==> config.mk <==
export PLATFORM = sky130hd
export DESIGN_NAME = link_enhancement_control
export DESIGN_NICKNAME = d
export VERILOG_FILES = /design/src/rtl/link_enh_pkg.sv /design/src/rtl/link_enhancement_control.sv /design/src/rtl/link_enh_mem.sv /design/src/rtl/link_enh_fifo.sv
export SDC_FILE = /design/constraint.sdc
export NUM_CORES = 1
export LEC_CHECK = 0
export BUFFER_PORTS_ARGS = -buffer_cell sky130_fd_sc_hd__buf_2
export CAP_MARGIN = 30
export CORE_ASPECT_RATIO = 1.2
export CORE_MARGIN = 2
export CORE_UTILIZATION = 35
export DETAILED_ROUTE_END_ITERATION = 8
export GPL_ROUTABILITY_DRIVEN = 0
export GPL_TIMING_DRIVEN = 0
export PLACE_DENSITY = 0.5
export SYNTH_ARGS = -nofsm -noshare
export SYNTH_HDL_FRONTEND = slang
export SYNTH_SLANG_ARGS = --single-unit
==> constraint.sdc <==
create_clock -name clk -period 9.17 [get_ports clk]
set_input_delay 1.3755 -clock clk [delete_from_list [all_inputs] [get_ports clk]]
set_output_delay 1.3755 -clock clk [all_outputs]
set_load 0.02 [all_outputs]
==> src/rtl/link_enh_pkg.sv <==
// Purpose: Shared constants and types of the link enhancement control block
// Assumes: 32-bit AXI4-Lite register bus, 12-bit register address space
// Notes: Status register offset and serial-load mask are local choices
// Contract
// - The register is an alias of the configuration-space copy; both views share bits.
// - A present serial configuration memory may load some of the bits.
// - Bits 31-16, 14, 11, 9 and the other reserved bits read zero and ignore writes.
// - Bit 15 set stops out-of-order pipelining of async_transmit requests.
// - Threshold code 00 is 2K (store-and-forward), 01 1.7K, 10 1K, 11 512 bytes.
// - The programmed threshold holds until the first underrun; the retry uses 2K.
// - Below 2K, sending starts at the threshold fill or a whole packet, whichever first.
// - FIFO empty mid-packet is an underrun and forces store-and-forward for the retry.
// - With 2K selected, sending waits until the end-of-packet token is in the FIFO.
// - A cleared retries register forces store-and-forward whatever the threshold.
// - Bit 10 applies the MPEG timestamp enhancement to streams with format code 20h.
// - Bit 8 applies the DV CIP timestamp enhancement to streams with format code 00h.
// - Bit 7 lets the link answer requests with priority arbitration.
// - Bit 1 tells the physical layer the link supports acceleration enhancements.
package link_enh_pkg;
  // ************************************************************
  // Register map
  // ************************************************************
  localparam int ADDR_W = 12;
  localparam logic [11:0] OFF_SET = 12'h0a88;
  localparam logic [11:0] OFF_CLEAR = 12'h0a8c;
  localparam logic [11:0] OFF_STATUS = 12'h0b00;
  localparam logic [15:0] LINK_RESET = 16'h1000;
  localparam logic [15:0] WRITABLE_MASK = 16'hb582;
  localparam logic [15:0] EEPROM_MASK = 16'hb582;
  localparam logic [1:0] RESP_OKAY = 2'b00;
  localparam logic [1:0] RESP_SLVERR = 2'b10;

  // ************************************************************
  // Field positions
  // ************************************************************
  localparam int BIT_OOO_DIS = 15;
  localparam int BIT_THR_LO = 12;
  localparam int BIT_MPEG = 10;
  localparam int BIT_DV = 8;
  localparam int BIT_PRIO = 7;
  localparam int BIT_ACCEL = 1;
  localparam int ST_FALLBACK = 0;
  localparam int ST_UNDERRUN = 1;
  localparam int ST_SENDING = 2;
  localparam int ST_COUNT_LO = 4;

  // ************************************************************
  // Thresholds in bytes and stream format codes
  // ************************************************************
  localparam logic [15:0] THR_2K = 16'h0800;
  localparam logic [15:0] THR_1K7 = 16'h06cc;
  localparam logic [15:0] THR_1K = 16'h0400;
  localparam logic [15:0] THR_512 = 16'h0200;
  localparam logic [5:0] FMT_MPEG = 6'h20;
  localparam logic [5:0] FMT_DV = 6'h00;

  typedef struct packed {
    logic eop;
    logic [31:0] data;
  } tx_word_s;

  typedef enum logic [0:0] {TX_IDLE, TX_SEND} tx_state_e;
endpackage

==> src/rtl/link_enhancement_control.sv <==
// Purpose: Link enhancement set/clear register and async transmit threshold control
// Assumes: Link side consumes words with valid/ready; retries input is a level
// Notes: Config-space alias and EEPROM load share the same storage as the bus view
//
// Local design decision: register access over AXI4-Lite.
`timescale 1ns/1ps
`default_nettype none
module link_enhancement_control
  import link_enh_pkg::*;
#(
  parameter int FIFO_DEPTH = 16
) (
  input wire logic clk,
  input wire logic resetn,
  input wire logic ce,
  input wire logic [ADDR_W-1:0] s_axi_awaddr,
  input wire logic s_axi_awvalid,
  output logic s_axi_awready,
  input wire logic [31:0] s_axi_wdata,
  input wire logic [3:0] s_axi_wstrb,
  input wire logic s_axi_wvalid,
  output logic s_axi_wready,
  output logic [1:0] s_axi_bresp,
  output logic s_axi_bvalid,
  input wire logic s_axi_bready,
  input wire logic [ADDR_W-1:0] s_axi_araddr,
  input wire logic s_axi_arvalid,
  output logic s_axi_arready,
  output logic [31:0] s_axi_rdata,
  output logic [1:0] s_axi_rresp,
  output logic s_axi_rvalid,
  input wire logic s_axi_rready,
  input wire logic cfg_wr_en,
  input wire logic [31:0] cfg_wr_data,
  output logic [31:0] cfg_rd_data,
  input wire logic eeprom_load,
  input wire logic [15:0] eeprom_data,
  input wire logic retries_zero,
  input wire logic [5:0] stream_format_code,
  input wire logic tx_in_valid,
  output logic tx_in_ready,
  input wire tx_word_s tx_in,
  output logic tx_out_valid,
  input wire logic tx_out_ready,
  output tx_word_s tx_out,
  output logic tx_underrun,
  output logic async_tx_out_of_order_disable,
  output logic mpeg_timestamp_apply,
  output logic dv_cip_timestamp_apply,
  output logic priority_arb_enable,
  output logic accel_enable
);
  // ************************************************************
  // Declarations
  // ************************************************************
  localparam int CW = $clog2(FIFO_DEPTH) + 1;
  logic [15:0] link_q;
  logic [15:0] link_d;
  logic aw_hold_q;
  logic w_hold_q;
  logic [ADDR_W-1:0] awaddr_q;
  logic [31:0] wdata_q;
  logic [3:0] wstrb_q;
  logic do_write;
  logic [15:0] lane_mask;
  logic [31:0] read_val;
  logic read_hit;
  logic fallback_q;
  logic underrun_seen_q;
  tx_state_e state_q;
  logic [CW-1:0] eop_cnt_q;
  logic [CW-1:0] fifo_count;
  logic fifo_valid;
  tx_word_s fifo_data;
  logic pop;
  logic push_eop;
  logic pop_eop;
  logic underrun;
  logic force_sf;
  logic [15:0] thr_bytes;
  logic [15:0] fill_bytes;
  logic start;

  // ************************************************************
  // AXI4-Lite write path
  // ************************************************************
  assign do_write = aw_hold_q && w_hold_q && !s_axi_bvalid;
  assign lane_mask = {{8{wstrb_q[1]}}, {8{wstrb_q[0]}}} & WRITABLE_MASK;

  // Address and data taken in either order, response after both
  always_ff @(posedge clk or negedge resetn) begin
    if (!resetn) begin
      aw_hold_q <= 1'b0;
      w_hold_q <= 1'b0;
      awaddr_q <= '0;
      wdata_q <= '0;
      wstrb_q <= '0;
      s_axi_awready <= 1'b1;
      s_axi_wready <= 1'b1;
      s_axi_bvalid <= 1'b0;
      s_axi_bresp <= RESP_OKAY;
    end else if (ce) begin
      if (s_axi_awvalid && s_axi_awready) begin
        aw_hold_q <= 1'b1;
        awaddr_q <= s_axi_awaddr;
        s_axi_awready <= 1'b0;
      end
      if (s_axi_wvalid && s_axi_wready) begin
        w_hold_q <= 1'b1;
        wdata_q <= s_axi_wdata;
        wstrb_q <= s_axi_wstrb;
        s_axi_wready <= 1'b0;
      end
      if (do_write) begin
        s_axi_bvalid <= 1'b1;
        s_axi_bresp <= (awaddr_q[ADDR_W-1:2] == OFF_SET[11:2] ||
                        awaddr_q[ADDR_W-1:2] == OFF_CLEAR[11:2] ||
                        awaddr_q[ADDR_W-1:2] == OFF_STATUS[11:2]) ? RESP_OKAY : RESP_SLVERR;
      end
      if (s_axi_bvalid && s_axi_bready) begin
        s_axi_bvalid <= 1'b0;
        aw_hold_q <= 1'b0;
        w_hold_q <= 1'b0;
        s_axi_awready <= 1'b1;
        s_axi_wready <= 1'b1;
      end
    end
  end

  // ************************************************************
  // Shared register storage
  // ************************************************************
  // Later writers win: bus, then config alias, then EEPROM load
  always_comb begin
    link_d = link_q;
    if (do_write && awaddr_q[ADDR_W-1:2] == OFF_SET[11:2]) begin
      link_d = link_d | (wdata_q[15:0] & lane_mask);
    end
    if (do_write && awaddr_q[ADDR_W-1:2] == OFF_CLEAR[11:2]) begin
      link_d = link_d & ~(wdata_q[15:0] & lane_mask);
    end
    if (cfg_wr_en) begin
      link_d = cfg_wr_data[15:0] & WRITABLE_MASK;
    end
    if (eeprom_load) begin
      link_d = (link_d & ~EEPROM_MASK) | (eeprom_data & EEPROM_MASK);
    end
    link_d = link_d & WRITABLE_MASK;
  end

  // Bus view reads this copy; the config view keeps a mirror register loaded from the same link_d
  always_ff @(posedge clk or negedge resetn) begin
    if (!resetn) begin
      link_q <= LINK_RESET;
    end else if (ce) begin
      link_q <= link_d;
    end
  end

  // Config-space view of the same bits, upper half reserved
  always_ff @(posedge clk or negedge resetn) begin
    if (!resetn) begin
      cfg_rd_data <= {16'h0000, LINK_RESET};
    end else if (ce) begin
      cfg_rd_data <= {16'h0000, link_d};
    end
  end

  // ************************************************************
  // AXI4-Lite read path
  // ************************************************************
  always_comb begin
    read_val = 32'h0000_0000;
    read_hit = 1'b1;
    if (s_axi_araddr[ADDR_W-1:2] == OFF_SET[11:2] ||
        s_axi_araddr[ADDR_W-1:2] == OFF_CLEAR[11:2]) begin
      read_val = {16'h0000, link_q};
    end else if (s_axi_araddr[ADDR_W-1:2] == OFF_STATUS[11:2]) begin
      read_val[ST_FALLBACK] = fallback_q;
      read_val[ST_UNDERRUN] = underrun_seen_q;
      read_val[ST_SENDING] = state_q == TX_SEND;
      read_val[ST_COUNT_LO +: CW] = fifo_count;
    end else begin
      read_hit = 1'b0;
    end
  end

  // Single-beat read answered one cycle after the address is taken
  always_ff @(posedge clk or negedge resetn) begin
    if (!resetn) begin
      s_axi_arready <= 1'b1;
      s_axi_rvalid <= 1'b0;
      s_axi_rdata <= 32'h0000_0000;
      s_axi_rresp <= RESP_OKAY;
    end else if (ce) begin
      if (s_axi_arvalid && s_axi_arready) begin
        s_axi_arready <= 1'b0;
        s_axi_rvalid <= 1'b1;
        s_axi_rdata <= read_val;
        s_axi_rresp <= read_hit ? RESP_OKAY : RESP_SLVERR;
      end else if (s_axi_rvalid && s_axi_rready) begin
        s_axi_rvalid <= 1'b0;
        s_axi_arready <= 1'b1;
      end
    end
  end

  // ************************************************************
  // Transmit FIFO and threshold control
  // ************************************************************
  link_enh_fifo #(.WIDTH($bits(tx_word_s)), .DEPTH(FIFO_DEPTH)) u_fifo (
    .clk(clk),
    .resetn(resetn),
    .ce(ce),
    .in_valid(tx_in_valid),
    .in_ready(tx_in_ready),
    .in_data(tx_in),
    .out_valid(fifo_valid),
    .out_ready(pop),
    .out_data(fifo_data),
    .count(fifo_count)
  );

  assign push_eop = tx_in_valid && tx_in_ready && tx_in.eop;
  assign pop = state_q == TX_SEND && fifo_valid && (!tx_out_valid || tx_out_ready);
  assign pop_eop = pop && fifo_data.eop;
  // Link wants a word and nothing is left mid-packet
  assign underrun = state_q == TX_SEND && !fifo_valid && (!tx_out_valid || tx_out_ready);
  assign force_sf = retries_zero || fallback_q;
  assign fill_bytes = 16'({fifo_count, 2'b00});

  // Threshold decode from the programmed field
  always_comb begin
    unique case (link_q[BIT_THR_LO +: 2])
      2'b00: thr_bytes = THR_2K;
      2'b01: thr_bytes = THR_1K7;
      2'b10: thr_bytes = THR_1K;
      2'b11: thr_bytes = THR_512;
    endcase
  end

  // Store-and-forward waits for a whole packet; code 00 is the 2K case
  assign start = eop_cnt_q != '0 ||
                 (!force_sf && link_q[BIT_THR_LO +: 2] != 2'b00 &&
                  fill_bytes >= thr_bytes);

  // Count of end-of-packet tokens sitting in the FIFO
  always_ff @(posedge clk or negedge resetn) begin
    if (!resetn) begin
      eop_cnt_q <= '0;
    end else if (ce) begin
      eop_cnt_q <= eop_cnt_q + CW'(push_eop) - CW'(pop_eop);
    end
  end

  // Transmit sequencer; an underrun drops back to waiting for the full packet
  always_ff @(posedge clk or negedge resetn) begin
    if (!resetn) begin
      state_q <= TX_IDLE;
    end else if (ce) begin
      unique case (state_q)
        TX_IDLE: if (start) state_q <= TX_SEND;
        TX_SEND: if (pop_eop || underrun) state_q <= TX_IDLE;
      endcase
    end
  end

  // Fallback holds until the retried packet has gone; set beats clear
  always_ff @(posedge clk or negedge resetn) begin
    if (!resetn) begin
      fallback_q <= 1'b0;
      underrun_seen_q <= 1'b0;
      tx_underrun <= 1'b0;
    end else if (ce) begin
      tx_underrun <= underrun;
      if (underrun) begin
        fallback_q <= 1'b1;
      end else if (pop_eop) begin
        fallback_q <= 1'b0;
      end
      if (underrun) begin
        underrun_seen_q <= 1'b1;
      end else if (do_write && awaddr_q[ADDR_W-1:2] == OFF_STATUS[11:2] &&
                   wstrb_q[0] && wdata_q[ST_UNDERRUN]) begin
        underrun_seen_q <= 1'b0;
      end
    end
  end

  // Output register toward the serial bus side
  always_ff @(posedge clk or negedge resetn) begin
    if (!resetn) begin
      tx_out_valid <= 1'b0;
      tx_out <= '0;
    end else if (ce) begin
      if (pop) begin
        tx_out_valid <= 1'b1;
        tx_out <= fifo_data;
      end else if (tx_out_ready) begin
        tx_out_valid <= 1'b0;
      end
    end
  end

  // ************************************************************
  // Enable outputs
  // ************************************************************
  always_ff @(posedge clk or negedge resetn) begin
    if (!resetn) begin
      async_tx_out_of_order_disable <= 1'b0;
      mpeg_timestamp_apply <= 1'b0;
      dv_cip_timestamp_apply <= 1'b0;
      priority_arb_enable <= 1'b0;
      accel_enable <= 1'b0;
    end else if (ce) begin
      async_tx_out_of_order_disable <= link_q[BIT_OOO_DIS];
      mpeg_timestamp_apply <= link_q[BIT_MPEG] && stream_format_code == FMT_MPEG;
      dv_cip_timestamp_apply <= link_q[BIT_DV] && stream_format_code == FMT_DV;
      priority_arb_enable <= link_q[BIT_PRIO];
      accel_enable <= link_q[BIT_ACCEL];
    end
  end

  // ************************************************************
  // Assertions
  // ************************************************************
  AST_ALIAS_READ: assert property (@(posedge clk) disable iff (!resetn)
    ce && s_axi_arvalid && s_axi_arready && s_axi_araddr[ADDR_W-1:2] == OFF_CLEAR[11:2]
    |=> s_axi_rdata == $past(cfg_rd_data))
    else $error("bus read differs from config view");
  AST_SET_WRITE: assert property (@(posedge clk) disable iff (!resetn)
    ce && do_write && !cfg_wr_en && !eeprom_load && wstrb_q == 4'hf &&
    awaddr_q[ADDR_W-1:2] == OFF_SET[11:2]
    |=> link_q == (($past(link_q) | $past(wdata_q[15:0])) & WRITABLE_MASK))
    else $error("set write wrong");
  AST_CLEAR_WRITE: assert property (@(posedge clk) disable iff (!resetn)
    ce && do_write && !cfg_wr_en && !eeprom_load && wstrb_q == 4'hf &&
    awaddr_q[ADDR_W-1:2] == OFF_CLEAR[11:2]
    |=> link_q == ($past(link_q) & ~$past(wdata_q[15:0])))
    else $error("clear write wrong");
  AST_RESERVED_ZERO: assert property (@(posedge clk) disable iff (!resetn)
    (link_q & ~WRITABLE_MASK) == 16'h0000 && cfg_rd_data[31:16] == 16'h0000)
    else $error("reserved bit nonzero");
  AST_EEPROM_LOAD: assert property (@(posedge clk) disable iff (!resetn)
    ce && eeprom_load |=> (link_q & EEPROM_MASK) == ($past(eeprom_data) & EEPROM_MASK))
    else $error("eeprom load lost");
  AST_OOO_FOLLOWS: assert property (@(posedge clk) disable iff (!resetn)
    ce && cfg_wr_en && !eeprom_load && cfg_wr_data[BIT_OOO_DIS] ##1 ce
    |=> async_tx_out_of_order_disable)
    else $error("pipelining disable not applied");
  AST_SF_HOLDS: assert property (@(posedge clk) disable iff (!resetn)
    ce && state_q == TX_IDLE && eop_cnt_q == '0 && force_sf |=> state_q == TX_IDLE)
    else $error("store-and-forward violated");
  AST_THR_START: assert property (@(posedge clk) disable iff (!resetn)
    ce && state_q == TX_IDLE && !force_sf && link_q[BIT_THR_LO +: 2] != 2'b00 &&
    fill_bytes >= thr_bytes |=> state_q == TX_SEND)
    else $error("threshold start missed");
  AST_UNDERRUN_FALLBACK: assert property (@(posedge clk) disable iff (!resetn)
    ce && underrun |=> fallback_q && tx_underrun && state_q == TX_IDLE)
    else $error("underrun fallback missing");
  AST_MPEG_APPLY: assert property (@(posedge clk) disable iff (!resetn)
    ce && $past(ce) && mpeg_timestamp_apply |-> $past(stream_format_code) == FMT_MPEG)
    else $error("mpeg applied to wrong format");
  AST_DV_APPLY: assert property (@(posedge clk) disable iff (!resetn)
    ce && $past(ce) && dv_cip_timestamp_apply |-> $past(link_q[BIT_DV]))
    else $error("dv applied while disabled");
endmodule
`default_nettype wire

==> src/rtl/link_enh_mem.sv <==
// Purpose: Small storage array with registered read data
// Assumes: Write and read in the same clock; read address applied every cycle
// Notes: Same-address write bypasses into the read register
`timescale 1ns/1ps
`default_nettype none
module link_enh_mem #(
  parameter int W = 33,
  parameter int D = 16,
  parameter int AW = 4
) (
  input wire logic clk,
  input wire logic ce,
  input wire logic we,
  input wire logic [AW-1:0] waddr,
  input wire logic [W-1:0] wdata,
  input wire logic [AW-1:0] raddr,
  output logic [W-1:0] rdata
);
  logic [W-1:0] mem [D];

  // Storage write
  always_ff @(posedge clk) begin
    if (ce && we) begin
      mem[waddr] <= wdata;
    end
  end

  // Registered read; bypass avoids stale data on write-then-read of one entry
  always_ff @(posedge clk) begin
    if (ce) begin
      rdata <= (we && waddr == raddr) ? wdata : mem[raddr];
    end
  end
endmodule
`default_nettype wire

==> src/rtl/link_enh_fifo.sv <==
// Purpose: Transmit FIFO with valid/ready on both sides
// Assumes: DEPTH is a power of two
// Notes: Output data read ahead from the memory register
`timescale 1ns/1ps
`default_nettype none
module link_enh_fifo #(
  parameter int WIDTH = 33,
  parameter int DEPTH = 16
) (
  input wire logic clk,
  input wire logic resetn,
  input wire logic ce,
  input wire logic in_valid,
  output logic in_ready,
  input wire logic [WIDTH-1:0] in_data,
  output logic out_valid,
  input wire logic out_ready,
  output logic [WIDTH-1:0] out_data,
  output logic [$clog2(DEPTH):0] count
);
  localparam int AW = $clog2(DEPTH);
  localparam logic [AW:0] FULL = (AW+1)'(DEPTH);
  logic [AW-1:0] wr_ptr_q;
  logic [AW-1:0] rd_ptr_q;
  logic [AW-1:0] raddr;
  logic push;
  logic pop;
  logic [AW:0] count_d;

  // Handshakes and next fill level
  assign push = in_valid && in_ready;
  assign pop = out_valid && out_ready;
  assign raddr = pop ? rd_ptr_q + 1'b1 : rd_ptr_q;
  assign count_d = count + (AW+1)'(push) - (AW+1)'(pop);

  // Pointers, level and registered flags
  always_ff @(posedge clk or negedge resetn) begin
    if (!resetn) begin
      wr_ptr_q <= '0;
      rd_ptr_q <= '0;
      count <= '0;
      in_ready <= 1'b1;
      out_valid <= 1'b0;
    end else if (ce) begin
      if (push) wr_ptr_q <= wr_ptr_q + 1'b1;
      if (pop) rd_ptr_q <= rd_ptr_q + 1'b1;
      count <= count_d;
      in_ready <= count_d != FULL;
      out_valid <= count_d != '0;
    end
  end

  link_enh_mem #(.W(WIDTH), .D(DEPTH), .AW(AW)) u_mem (
    .clk(clk),
    .ce(ce),
    .we(push),
    .waddr(wr_ptr_q),
    .wdata(in_data),
    .raddr(raddr),
    .rdata(out_data)
  );
endmodule
`default_nettype wire

==> Word level (Yosys, flattened, before mapping) <==
Memory sizes are Yosys's and may differ from the RTL's. A register that Yosys moved wholly into a read port is not among the register bits.
Cells that the tools add are included.
{ "classes": {"add_sub_neg": 6, "multipliers": 0, "div": 0, "order_cmp": 1, "n_eq_ne": 11, "shift": 0, "muxes": 40, "bitwise_logic": 6, "reduce_logical": 61} }
{ "op_table": {"columns": ["cell", "count"], "rows": [
  ["$mux 16", 4],
  ["$pmux 16 s4", 1],
  ["$eq 10x10->1 const B", 6],
  ["$and 16x16->16", 2],
  ["$mux 1", 26],
  ["$reduce_and 2->1", 13],
  ["$logic_and 1x1->1", 25],
  ["$ge 7x16->1", 1],
  ["$not 16->16", 1],
  ["$or 15x16->16", 1],
  ["$or 16x16->16", 1],
  ["$reduce_bool 2->1", 8],
  ["$add 5x1->5", 2],
  ["$mux 5", 2],
  ["$reduce_bool 5->1", 2],
  ["$sub 5x1->5", 2],
  ["$add 4x1->4 const B", 2],
  ["$logic_or 1x1->1", 7],
  ["$mux 7", 1],
  ["$eq 6x6->1 const B", 1],
  ["$logic_not 6->1", 1],
  ["$mux 3", 2],
  ["$ne 5x5->1 const B", 1],
  ["$eq 2x2->1 const B", 2],
  ["7 further kinds", 11]
]} }
{ "totals": {"ff_bits": 142, "latch_bits": 0, "mem_bits_rw": 528, "romBits": 0, "in_bits": 160, "output_inout_bits": 114, "word_cells": 158, "mem_count": 1} }
{ "mem_list": {"columns": ["name", "words", "word_bits", "rd", "rd_ports_with_merged_regs", "wr", "line_no", "text"], "rows": [
  ["u_fifo.u_mem.mem", 16, 33, 1, 1, 1, "link_enh_mem.sv:19", "logic [W-1:0] mem [D];"]
]} }

==> Depth between registers and ports, before layout <==
Gate-level depths: netlist of the first run.
{ "depth": {"ltp_word": 9, "depth_mapped": 17, "ltp_nobuf": 12} }

==> By module <==
A second synthesis of the first run with hierarchy kept.
{ "hier_totals": {"hier_cells": 1386, "hier_area_um2": 27064.7} }
{ "modules_own_cells": {"columns": ["module", "instances", "cells_per_inst", "area_per_inst_um2", "seq_area_each_um2"], "rows": [
  ["link_enh_mem", 1, 909, 21599.5, 16846.2],
  ["link_enhancement_control", 1, 399, 4610.7, 2382.3],
  ["link_enh_fifo", 1, 78, 854.6, 376.6]
]} }

==> Worst setup path after synthesis of the first run <==
OpenSTA, ideal clock, no wires.
{ "synth_timing": {"path_kind": "in2reg", "startpoint": "input port ce", "endpoint": "memory u_fifo.u_mem.mem[3][0], enable pin", "setup_ps": 464, "t_arrival_ps": 4462, "required_time_ps": 8706, "slack_ps": 4244, "cell_stages": 5, "n_path_buf": 2, "cell_sequence": "clkbuf_1 > and3_1 > clkbuf_1 > nand2_1 > nor3_1"} }
{ "synth_between": {"elab_chain_len": 3} }
{ "synth_rtl": {"columns": ["element", "line_no", "text"], "rows": [
  ["from (decl)", "link_enhancement_control.sv:15", "input wire logic ce,"],
  ["$logic_and 1x1->1", "link_enh_mem.sv:23", "if (ce && we) begin"],
  ["$mux 1", "link_enh_mem.sv:23", null],
  ["$mux 1 (not written as such)", "link_enh_mem.sv:24", "mem[waddr] <= wdata;"],
  ["to (decl)", "link_enh_mem.sv:19", null]
]} }
Every way passes these cells.

==> Worst setup path after layout of the first run <==
{ "layout_timing": {"startpoint": "input port tx_out_ready", "endpoint": "register u_fifo.out_valid"} }
{ "layout_between": {"elab_chain_len": 5} }
{ "layout_rtl": {"columns": ["element", "line_no", "text"], "rows": [
  ["from (decl)", "link_enhancement_control.sv:44", "input wire logic tx_out_ready,"],
  ["$logic_or 1x1->1", "link_enhancement_control.sv:225", "assign pop = state_q == TX_SEND && fifo_valid && (!tx_out_valid || tx_out_ready);"],
  ["$logic_and 1x1->1", "link_enhancement_control.sv:225", null],
  ["$logic_and 1x1->1", "link_enh_fifo.sv:32", "assign pop = out_valid && out_ready;"],
  ["$sub 5x1->5", "link_enh_fifo.sv:34", "assign count_d = count + (AW+1)'(push) - (AW+1)'(pop);"],
  ["$reduce_bool 5->1", "link_enh_fifo.sv:49", "out_valid <= count_d != '0;"],
  ["to (signal assigned)", "link_enh_fifo.sv:43", "out_valid <= 1'b0;"],
  ["to (signal assigned)", "link_enh_fifo.sv:49", null],
  ["to (decl)", "link_enh_fifo.sv:16", "output logic out_valid,"]
]} }
Every way passes these cells.
A chain may end at the register's enable or synchronous reset.

==> results.py, run 1 <==
metrics = {
    "drt": {
        "met2_length_um": 52000,
        "route.vias.total": 21127,
        "wl_per_cell_um": 27.0,
        "dr.max_layer_used": "met5",
        "drtIter0Drc": 1684,
        "first_pass_iters": 7,
        "met1_length_um": 40800,
        "routed_wirelength_um": 103000,
        "avgViaCountPerCell": 5.56,
        "drc": 0,
        "wl_met3_um": 6040,
        "ant_nets": 0,
    },
    "floorplanning": {
        "core_area_um2": 92000,
        "fp.dieArea_um2": 95200,
        "start_util_pct": 35.3,
        "io-pin-count": 274,
        "die_w_um": 282,
        "rows": 122,
        "die_h_um": 338,
    },
    "worst_setup_path": {
        "worstPathArrival_ns": 5.00,
        "cp-end-kind": "flip-flop",
        "crit_fanout": 10,
        "crit_type": "input port to flip-flop",
        "crit_path_start_kind": "input port",
        "r2r_start": "tx_out_valid",
        "crit_start": "tx_out_ready",
        "r2r_end": "u_fifo.out_valid",
        "worst_ep_required_time_ns": 9.66,
        "r2r_slack_ns": 5.14,
        "endpoint": "u_fifo.out_valid",
        "r2r_cells": 16,
    },
    "clock_tree": {
        "cts_tree": "built",
        "cts_setup_buffers": 0,
        "root_buffer": "clkbuf_16",
        "clock-sinks": 671,
        "numCtsBuffers": 73,
        "clk_pin_slew_ns": 0.06,
        "htree_levels": 3,
        "clock_path_buffers": 3,
        "ctsResizeCount": 0,
        "hold_buffers": 0,
        "insertion_delay_ns": 0.63,
    },
    "logic_synthesis": {
        "synth.area.top_cells": "edfxtp_1 52%, mux4_2 9.3%, mux2i_1 8.9%",
        "synth_fa_ha_area_share_pct": 0.778,
        "synth_top_family_by_area": "multiplexers",
        "ys_warn_count": 0,
        "yosysSeqAreaShare_pct": 60.4,
        "synth_cell_types": 67,
        "synth-simple-area-share_pct": 5.85,
        "synth_commonest_cells": "561 x edfxtp_1, 290 x mux2i_1, 134 x mux4_2, 122 x nor2_1, 105 x dfrtp_1",
        "syn_area_per_cell_um2": 14.9,
        "yosysTopAreaCellShare_pct": 51.9,
        "yosysTopAreaCell": "edfxtp_1",
        "ys_ff_latch": 671,
        "synth_compound_area_share_pct": 6.70,
        "synth_edf_count": 561,
        "muxShareOfSynthArea_pct": 21.5,
        "ys_async_sr_fraction_pct": 16.4,
        "synth_top_flop_cell": "edfxtp_1",
        "synth_area_um2": 32500,
        "synthCells": 2184,
        "synth_xor_area_share_pct": 0.566,
        "yosys.cell_count.top_type": "edfxtp_1",
    },
    "sta": {
        "maxSlewViolCount": 0,
        "timing.final.hold_violations": 0,
        "holdWs_ns": 0.471,
        "fin_crit_sh_pct": 49.2,
        "fin_skew_ns": 0.0263,
        "worst_slew_pin_slew_ns": 1.01,
        "setup_tns_ns": 0,
        "setup_viol": 0,
        "max_slew_margin_pct": 31.9,
        "rsz0062_at_grt": "no",
        "min_period_ns": 4.51,
        "fmax_mhz": 221,
    },
    "power_and_ir_drop": {
        "power-per-cell-area_nw_per_um2": 361,
        "ir_worst_vdd_mv": 0.220,
        "power_leakage_uw": 0.0140,
    },
    "grt": {
        "globalRouteOverflowTotal": 0,
        "grt_pass1_vias": 22027,
        "antenna_found_initial": 2,
        "grt_first_pass_wirelength_um": 147000,
        "grt_max_degree": 73,
        "grt.total_usage_pct": 21.4,
    },
    "placement": {
        "port_buffers": 160,
        "place_hpwl_um": 71100,
        "post_dp_cell_area_um2": 35600,
    },
    "run_status": {
        "run_status": "completed",
    },
    "min_path": {
        "hp-class": "flip-flop to flip-flop",
    },
    "cells_and_area": {
        "layout-drive-gt1-share_pct": 26.5,
        "final_area_um2": 38100,
        "n_antenna_cell": 0,
        "nFillCells": 8466,
        "area_growth_pct": 17.2,
        "nNetsFinal": 2679,
    },
    "job": {
        "cap_violations": 0,
    },
}
power breakdown:
part	internal, µW	total [µW]	leakage [µW]	switching (µW)
clock	1770	2990	0.00118	1220
combinational	2640	6790	0.00638	4150
sequential	3790	3970	0.00640	186
total	8200	13700	0.0140	5550
metrics by stage:
stage	utilization, %	total power (µW)	std cells	setup WS, ns
CTS	41.3	13800	3796	4.67
finish	41.4	13700	3798	4.66
global placement	38.0	10700	3630	-0.560
floorplan	-	8380	2230	4.24
global route	41.4	14400	3798	4.52
detailed placement	38.7	10800	3663	4.00
worst min path at each step:
stage | from | to | cells after the start
after floorplan | eop_cnt_q[4] | eop_cnt_q[4] | 1
after global placement | u_fifo.u_mem.rdata[29] | tx_out[29] | 1
after detailed placement | eop_cnt_q[4] | eop_cnt_q[4] | 1
after CTS | eop_cnt_q[4] | eop_cnt_q[4] | 1
after global routing | eop_cnt_q[4] | eop_cnt_q[4] | 1
final | s_axi_wready | s_axi_wready | 2
cell usage in the layout (no fill, tap or decap), types with 8 or more instances in the layout:
cell / Yosys / layout
edfxtp_1: 561 / 561
mux2i_1: 290 / 290
buf_2: 65 / 224
mux4_2: 134 / 134
nor2_1: 122 / 110
dfrtp_1: 105 / 105
mux2_2: 95 / 95
clkbuf_1: 66 / 85
a21oi_1: 82 / 82
clkbuf_16: 0 / 77
inv_1: 67 / 67
buf_4: 53 / 54
nand2_1: 47 / 47
conb_1: 1 / 47
a31oi_1: 43 / 43
o21ai_0: 38 / 38
nor3_1: 41 / 37
o22a_1: 33 / 33
or4_1: 33 / 33
nand3b_1: 33 / 33
nor3b_1: 30 / 30
a221oi_1: 30 / 30
a22oi_1: 30 / 30
buf_6: 4 / 22
buf_1: 22 / 22
ha_1: 17 / 17
xnor2_1: 16 / 16
nor2_4: 0 / 12
buf_12: 0 / 12
nand3_1: 10 / 10
a22o_1: 10 / 10
clkinv_1: 1 / 10
clkinv_2: 0 / 10
o31ai_1: 8 / 8
clkbuf_8: 0 / 8
area by class of cell:
| class | instances | area, µm² | area share (%) |
|---|---|---|---|
| plain buffers | 210 | 1100 | 2.89 |
| clock buffers | 104 | 2110 | 5.54 |
| clock inverters | 29 | 298 | 0.782 |
| repair buffers | 195 | 1360 | 3.57 |
| inverters | 69 | 259 | 0.680 |
| flip-flops and latches | 671 | 19600 | 51.5 |
| well taps | 1240 | 1550 | 4.08 |
| multi-input cells | 1280 | 11800 | 31.0 |
layer usage:
metal / global-route usage (%) / vias up
li1: - / 9152
met2: 37.5 / 842
met1: 26.3 / 10922
met3: 2.98 / 209
met4: 9.16 / 2
met5: 0 / -
registers in the layout, indices dropped and copies added, names as in the netlist, 2 cells and up:
| register | count |
|---|---|
| awaddr_q | 10 |
| cfg_rd_data | 7 |
| eop_cnt_q | 5 |
| s_axi_rdata | 12 |
| tx_out | 33 |
| u_fifo.count | 5 |
| u_fifo.rd_ptr_q | 4 |
| u_fifo.u_mem.mem | 528 |
| u_fifo.u_mem.rdata | 33 |
| u_fifo.wr_ptr_q | 4 |
| wdata_q | 7 |
| wstrb_q | 2 |
kinds of logic after synthesis:
family / Yosys count
and+or+nand+nor: 355
muxes: 519
other: 1
AOI/OAI and AO/OA: 319
xor gates and xnor gates: 21
adders and majority gates: 19
DFF: 671
buffers and inverters: 279
critical path, stage by stage:
cell and delay [ns]:
buf_2 0.10, nand2b_1 0.42, nand2_8 0.20, inv_2 0.11
buf_6 0.22, buf_6 0.26, buf_2 0.38, buf_2 0.38
ha_1 0.17, inv_1 0.04, ha_1 0.20, fa_1 0.43
a21oi_1 0.16, nor2_1 0.05, nor2_1 0.12, xnor2_1 0.20
a31oi_1 0.15
(Power assumes the default switching activity.)
==> inputs of run 2 (changes only) <==
==> constraint.sdc (replaced) <==
create_clock -name clk -period 4.3 [get_ports clk]
set_input_delay 0.645 -clock clk [delete_from_list [all_inputs] [get_ports clk]]
set_output_delay 0.645 -clock clk [all_outputs]
set_load 0.02 [all_outputs]
==> run 2 against run 1 <==
Effect of this change: sequential power grew 110%; cell count is essentially flat; hold slack lost 0.25 ns; sequential cell count is the same; wire length is essentially flat; largest power group unchanged; sequential share of layout area is essentially flat; first-iteration DRC count grew 1.1%; die area is the same; clock skew is essentially flat; non-clock buffer count grew 1.
==> results.py, run 2 (same netlist as run 1, synthesis figures left out) <==
metrics = {
    "run_status": {
        "run_status": "completed",
    },
    "drt": {
        "drc": 0,
        "drtIter0Drc": 1703,
        "wl_per_cell_um": 27.0,
        "route.vias.total": 21151,
        "avgViaCountPerCell": 5.57,
        "routed_wirelength_um": 103000,
        "first_pass_iters": 6,
        "ant_nets": 0,
    },
    "floorplanning": {
        "die_w_um": 282,
        "io-pin-count": 274,
        "fp.dieArea_um2": 95200,
        "core_area_um2": 92000,
        "rows": 122,
        "die_h_um": 338,
        "start_util_pct": 35.3,
    },
    "power_and_ir_drop": {
        "total_power_uw": 29300,
        "power_leakage_uw": 0.0140,
        "internal_power_uw": 17500,
        "power-per-cell-area_nw_per_um2": 770,
        "p_sw_uw": 11800,
        "ir_worst_vdd_mv": 0.472,
        "switching_share_pct": 40.4,
        "comb_power_share_pct": 49.4,
        "pwr-share-clk_pct": 21.7,
        "p_seq_share_pct": 28.9,
    },
    "cells_and_area": {
        "n_antenna_cell": 0,
        "largest_registers": "u_fifo.u_mem.mem x528, tx_out x33, u_fifo.u_mem.rdata x33",
        "top_register": "u_fifo.u_mem.mem",
        "area_growth_pct": 17.3,
        "multi_input_area_um2": 11800,
        "largest_reg_flops": 528,
        "final_common_cell": "edfxtp_1",
        "nNetsFinal": 2680,
        "layout-drive-gt1-share_pct": 26.5,
        "final_cell_mix": "561 x edfxtp_1, 290 x mux2i_1, 224 x buf_2, 134 x mux4_2, 110 x nor2_1",
        "regArea_um2": 19600,
        "nFillCells": 8468,
    },
    "grt": {
        "grt_max_degree": 73,
        "antenna_found_initial": 2,
        "globalRouteOverflowTotal": 0,
        "grt.total_usage_pct": 21.4,
        "grt_first_pass_wirelength_um": 147000,
        "grt_pass1_vias": 22031,
    },
    "sta": {
        "fin_skew_ns": 0.0263,
        "fin_crit_sh_pct": 93.2,
        "min_period_ns": 4.01,
        "timing.final.hold_violations": 0,
        "maxSlewViolCount": 0,
        "setup_viol": 0,
        "fmax_mhz": 250,
        "worst_slew_pin_slew_ns": 1.03,
        "max_slew_margin_pct": 31.3,
        "setup_tns_ns": 0,
        "rsz0062_at_grt": "no",
    },
    "worst_setup_path": {
        "cp-end-kind": "flip-flop",
        "worst_ep_required_time_ns": 4.79,
        "crit_type": "flip-flop to flip-flop",
        "max_stage_delay_ns": 0.43,
        "cp_cell_sequence": "nand2b_1 -> nand2_8 -> inv_2 -> buf_6 -> buf_6 -> buf_2 -> buf_2 -> ha_1 -> inv_1 -> ha_1 -> fa_1 -> a21oi_1 -> nor2_1 -> nor2_1 -> xnor2_1 -> a31oi_1",
        "crit_fanout": 10,
        "r2r_end": "u_fifo.out_valid",
        "cpMaxStageDelayCell": "fa_1",
        "r2r_cells": 16,
        "worstPathArrival_ns": 4.50,
        "crit_path_start_kind": "flip-flop",
        "r2r_start": "tx_out_valid",
        "r2r_slack_ns": 0.29,
    },
    "min_path": {
        "hp-class": "input port to flip-flop",
        "min_to": "s_axi_arready",
        "min_from": "s_axi_arvalid",
        "worstHoldPathCells": 2,
    },
    "clock_tree": {
        "numCtsBuffers": 73,
        "clock-sinks": 671,
        "insertion_delay_ns": 0.64,
        "htree_levels": 3,
        "cts_tree": "built",
        "cts_setup_buffers": 0,
        "root_buffer": "clkbuf_16",
        "clock_path_buffers": 3,
        "clk_pin_slew_ns": 0.06,
    },
    "placement": {
        "place_hpwl_um": 71100,
        "port_buffers": 160,
    },
    "job": {
        "cap_violations": 0,
    },
}
[run 2: cell types whose count changed in the layout (fill, tap and decap cells not counted), sizes merged]
cell         change
dlygate4sd3      +1
[run 2: power by group through the flow]
stage          sequential (µW)  clock, µW  combinational (µW)
2_1_floorplan             8740          0                9140
3_3_place_gp              8600          0               14100
3_5_place_dp              8600          0               14500
4_1_cts                   8480       6520               14500
5_1_grt                   8570       6760               15300
6_report                  8470       6370               14500
[run 2: layout make-up]
type / count / share of cell area (%)
plain buffers: 210 / 2.89
clock buffers: 104 / 5.54
clock inverters: 29 / 0.782
inverters: 69 / 0.680
multi-input cells: 1280 / 31.0
flip-flops and latches: 671 / 51.5
well taps: 1240 / 4.07
repair buffers: 196 / 3.59
[run 2: worst max path at each step]
stage	start	endpoint	cells after the start
2_1_floorplan	ce	u_fifo.u_mem.mem[3][0]	5
3_3_place_gp	ce	u_fifo.u_mem.mem[3][14]	6
3_5_place_dp	ce	u_fifo.u_mem.mem[2][16]	9
4_1_cts	u_fifo.out_valid	u_fifo.out_valid	17
5_1_grt	u_fifo.out_valid	u_fifo.out_valid	17
6_report	tx_out_valid	u_fifo.out_valid	16
[run 2: routing by layer]
metal	vias to the layer above	track usage [%]	part of all wire, %
li1	9150	-	-
met1	11011	26.3	40
met2	786	37.5	51
met3	202	2.97	5.9
met4	2	9.16	3.6
met5	-	0	0.013
[run 2: through the flow]
stage	area, µm²	setup slack [ns]	utilization, %	hold WS [ns]	std cells
after floorplan	32600	0.104	-	0.349	2230
after global placement	35000	-4.70	38.0	0.461	3630
after detailed placement	35600	-0.138	38.7	0.463	3663
after CTS	38100	0.301	41.3	0.168	3797
after global routing	38100	0.0882	41.4	0.201	3799
final	38100	0.293	41.4	0.216	3799
[run 2: worst max-delay path: cells and delay by family (launching register included)]
| family | cells | cell delay [ns] |
|---|---|---|
| flip-flops | 1 | 0.40 |
| XOR/XNOR | 1 | 0.20 |
| AND/OR/NAND/NOR | 4 | 0.73 |
| buffers and inverters | 6 | 1.39 |
| adder cells (fa/ha/maj) | 3 | 0.80 |
| AO/OA/AOI/OAI | 2 | 0.31 |
[run 2: what timing repair did]
action	CTS	global route
gates resized for setup	0	0
hold buffers	1	0
endpoints found under the hold margin	38	0
==> inputs of run 3 (changes only) <==
--- a/config.mk
+++ b/config.mk
@@ -5,6 +5,7 @@
 export SDC_FILE = /design/constraint.sdc
 export NUM_CORES = 1
 export LEC_CHECK = 0
+export ABC_AREA = 1
 export BUFFER_PORTS_ARGS = -buffer_cell sky130_fd_sc_hd__buf_2
 export CAP_MARGIN = 30
 export CORE_ASPECT_RATIO = 1.2
@@ -13,7 +14,8 @@
 export DETAILED_ROUTE_END_ITERATION = 8
 export GPL_ROUTABILITY_DRIVEN = 0
 export GPL_TIMING_DRIVEN = 0
-export PLACE_DENSITY = 0.5
+export PLACE_DENSITY = 0.51
+export SKIP_CTS_REPAIR_TIMING = 1
 export SYNTH_ARGS = -nofsm -noshare
 export SYNTH_HDL_FRONTEND = slang
 export SYNTH_SLANG_ARGS = --single-unit
==> run 3 against run 2 <==
Effect of this change: non-clock buffer count decreased by 20; global-route usage decreased by 1.1 points; combinational power decreased by 11%; sequential cell count unchanged; clock-buffer cell count decreased by 3; cell area decreased by 6.9%; sequential power about the same; hold slack got worse by 0.0066 ns; critical path type is now input port to flip-flop; critical endpoint is now u_fifo.u_mem.mem[8][12]; largest cell class unchanged.
==> results.py, run 3 <==
metrics = {
    "floorplanning": {
        "fp.dieArea_um2": 88500,
        "start_util_pct": 35.4,
        "rows": 117,
        "core_area_um2": 85100,
        "die_h_um": 325,
        "io-pin-count": 274,
        "die_w_um": 272,
    },
    "job": {
        "cap_violations": 0,
    },
    "placement": {
        "post_dp_cell_area_um2": 33100,
        "placed_cells": 4176,
        "port_buffers": 159,
        "pre_cts_ws_ns": 0.649,
        "place_hpwl_um": 63500,
    },
    "sta": {
        "fin_crit_sh_pct": 69.4,
        "fmax_mhz": 335,
        "setup_tns_ns": 0,
        "maxSlewViolCount": 0,
        "setup_viol": 0,
        "max_slew_margin_pct": 37.1,
        "holdWs_ns": 0.210,
        "min_period_ns": 2.98,
        "rsz0062_at_grt": "no",
        "finalWorstSetupSlack_ns": 1.32,
        "fin_skew_ns": 0.0397,
        "timing.final.hold_violations": 0,
        "worst_slew_pin_slew_ns": 0.944,
    },
    "grt": {
        "grt_max_degree": 71,
        "grt_first_pass_wirelength_um": 134000,
        "globalRouteOverflowTotal": 0,
        "antenna_found_initial": 2,
        "grt.total_usage_pct": 20.3,
        "grt_pass1_vias": 20827,
    },
    "logic_synthesis": {
        "synth_edf_count": 561,
        "ys_async_sr_fraction_pct": 16.4,
        "ys_warn_count": 0,
        "ys_ff_latch": 671,
        "yosysTopAreaCell": "edfxtp_1",
        "syn_area_per_cell_um2": 10.7,
        "synthCells": 2823,
        "synth_area_um2": 30100,
        "synth_cell_types": 45,
        "synth.area.top_cells": "edfxtp_1 56%, nand3_1 9.6%, dfrtp_1 8.7%",
        "yosysTopAreaCellShare_pct": 55.9,
        "synth_commonest_cells": "578 x nand2_1, 578 x nand3_1, 561 x edfxtp_1, 382 x inv_1, 200 x nand3b_1",
        "yosysSeqAreaShare_pct": 65.1,
        "synth_top_flop_cell": "edfxtp_1",
    },
    "drt": {
        "avgViaCountPerCell": 4.95,
        "first_pass_iters": 5,
        "drtIter0Drc": 1830,
        "drc": 0,
        "ant_nets": 0,
        "wl_per_cell_um": 21.1,
        "routed_wirelength_um": 90900,
        "route.vias.total": 21326,
    },
    "worst_setup_path": {
        "crit_fanout": 20,
        "worstPathArrival_ns": 3.29,
        "r2r_cells": 12,
        "worst_ep_required_time_ns": 4.61,
        "r2r_end": "u_fifo.u_mem.rdata[18]",
        "crit_start": "ce",
        "r2r_start": "state_q",
        "crit_type": "input port to flip-flop",
        "endpoint": "u_fifo.u_mem.mem[8][12]",
        "r2r_slack_ns": 1.34,
        "cp-end-kind": "flip-flop",
        "crit_path_start_kind": "input port",
    },
    "clock_tree": {
        "htree_levels": 3,
        "cts_tree": "built",
        "root_buffer": "clkbuf_16",
        "insertion_delay_ns": 0.63,
        "clock-sinks": 671,
        "clock_path_buffers": 3,
        "clk_pin_slew_ns": 0.06,
        "numCtsBuffers": 72,
    },
    "cells_and_area": {
        "top_register": "u_fifo.u_mem.mem",
        "fin_cells": 4307,
        "layout-drive-gt1-share_pct": 15.4,
        "final_area_um2": 35400,
        "nNetsFinal": 3300,
        "largest_registers": "u_fifo.u_mem.mem x528, tx_out x33, u_fifo.u_mem.rdata x33",
        "final_cell_mix": "578 x nand2_1, 578 x nand3_1, 561 x edfxtp_1, 382 x inv_1, 249 x buf_2",
        "largest_reg_flops": 528,
        "area_growth_pct": 17.6,
    },
    "power_and_ir_drop": {
        "ir_worst_vdd_mv": 0.339,
        "power_leakage_uw": 0.0149,
        "power-per-cell-area_nw_per_um2": 781,
    },
    "min_path": {
        "hp-class": "input port to flip-flop",
    },
    "run_status": {
        "run_status": "completed",
    },
}
-- run 3: layout make-up --
class                   instances  area [µm²]
flip-flops and latches        671       19600
diodes                          1        2.50
fillers                      8121       49600
clock inverters                28         335
plain buffers                 208        1130
multi-input cells            1602        8230
clock buffers                 101        2030
well taps                    1130        1410
inverters                     388        1460
repair buffers                178        1230
-- run 3: worst max-delay path, cell delays in order --
cell and delay, ns:
buf_2 0.45, inv_2 0.23, nor2_1 0.56, nand2_1 0.43, nor2_4 0.64, buf_12 0.27
-- run 3: how the worst min path moves through the flow --
stage	start	end	slack, ns	cells after the start
after global placement	u_fifo.u_mem.rdata[21]	tx_out[21]	0.43	2
after global routing	stream_format_code[5]	dv_cip_timestamp_apply	0.22	2
after floorplan	resetn	accel_enable	0.35	0
after detailed placement	u_fifo.u_mem.rdata[19]	tx_out[19]	0.43	2
final	stream_format_code[5]	dv_cip_timestamp_apply	0.21	2
after CTS	resetn	u_fifo.count[3]	-0.04	1
-- run 3: cells by family after synthesis --
kind of cell | after synthesis | synth area share [%]
AOI/OAI and AO/OA | 87 | 1.68
xor gates and xnor gates | 12 | 0.411
adders and majority gates | 19 | 0.839
buffers and inverters | 596 | 8.62
DFF | 671 | 65.1
muxes | 15 | 0.561
other | 1 | 0.0124
and+or+nand+nor | 1422 | 22.8
-- run 3: stage by stage --
step	total power [µW]	util, %
after floorplan	16400	-
after global placement	21200	38.2
after detailed placement	21500	38.9
after CTS	27800	41.7
after global routing	29300	41.7
final	27700	41.7
-- run 3: report_power, final --
group / leakage (µW) / total, µW / internal (µW) / switching, µW
registers: 0.00643 / 8450 / 8080 / 366
clock network: 0.00117 / 6310 / 3730 / 2580
logic: 0.00729 / 12900 / 3660 / 9250
total: 0.0149 / 27700 / 15500 / 12200
-- run 3: routing by layer --
layer	global-route usage, %	vias to the layer above	routed length, µm
li1	-	10026	-
met2	34.8	778	44600
met5	0	-	0
met4	8.72	0	3580
met3	2.76	169	5340
met1	25.6	10353	37400
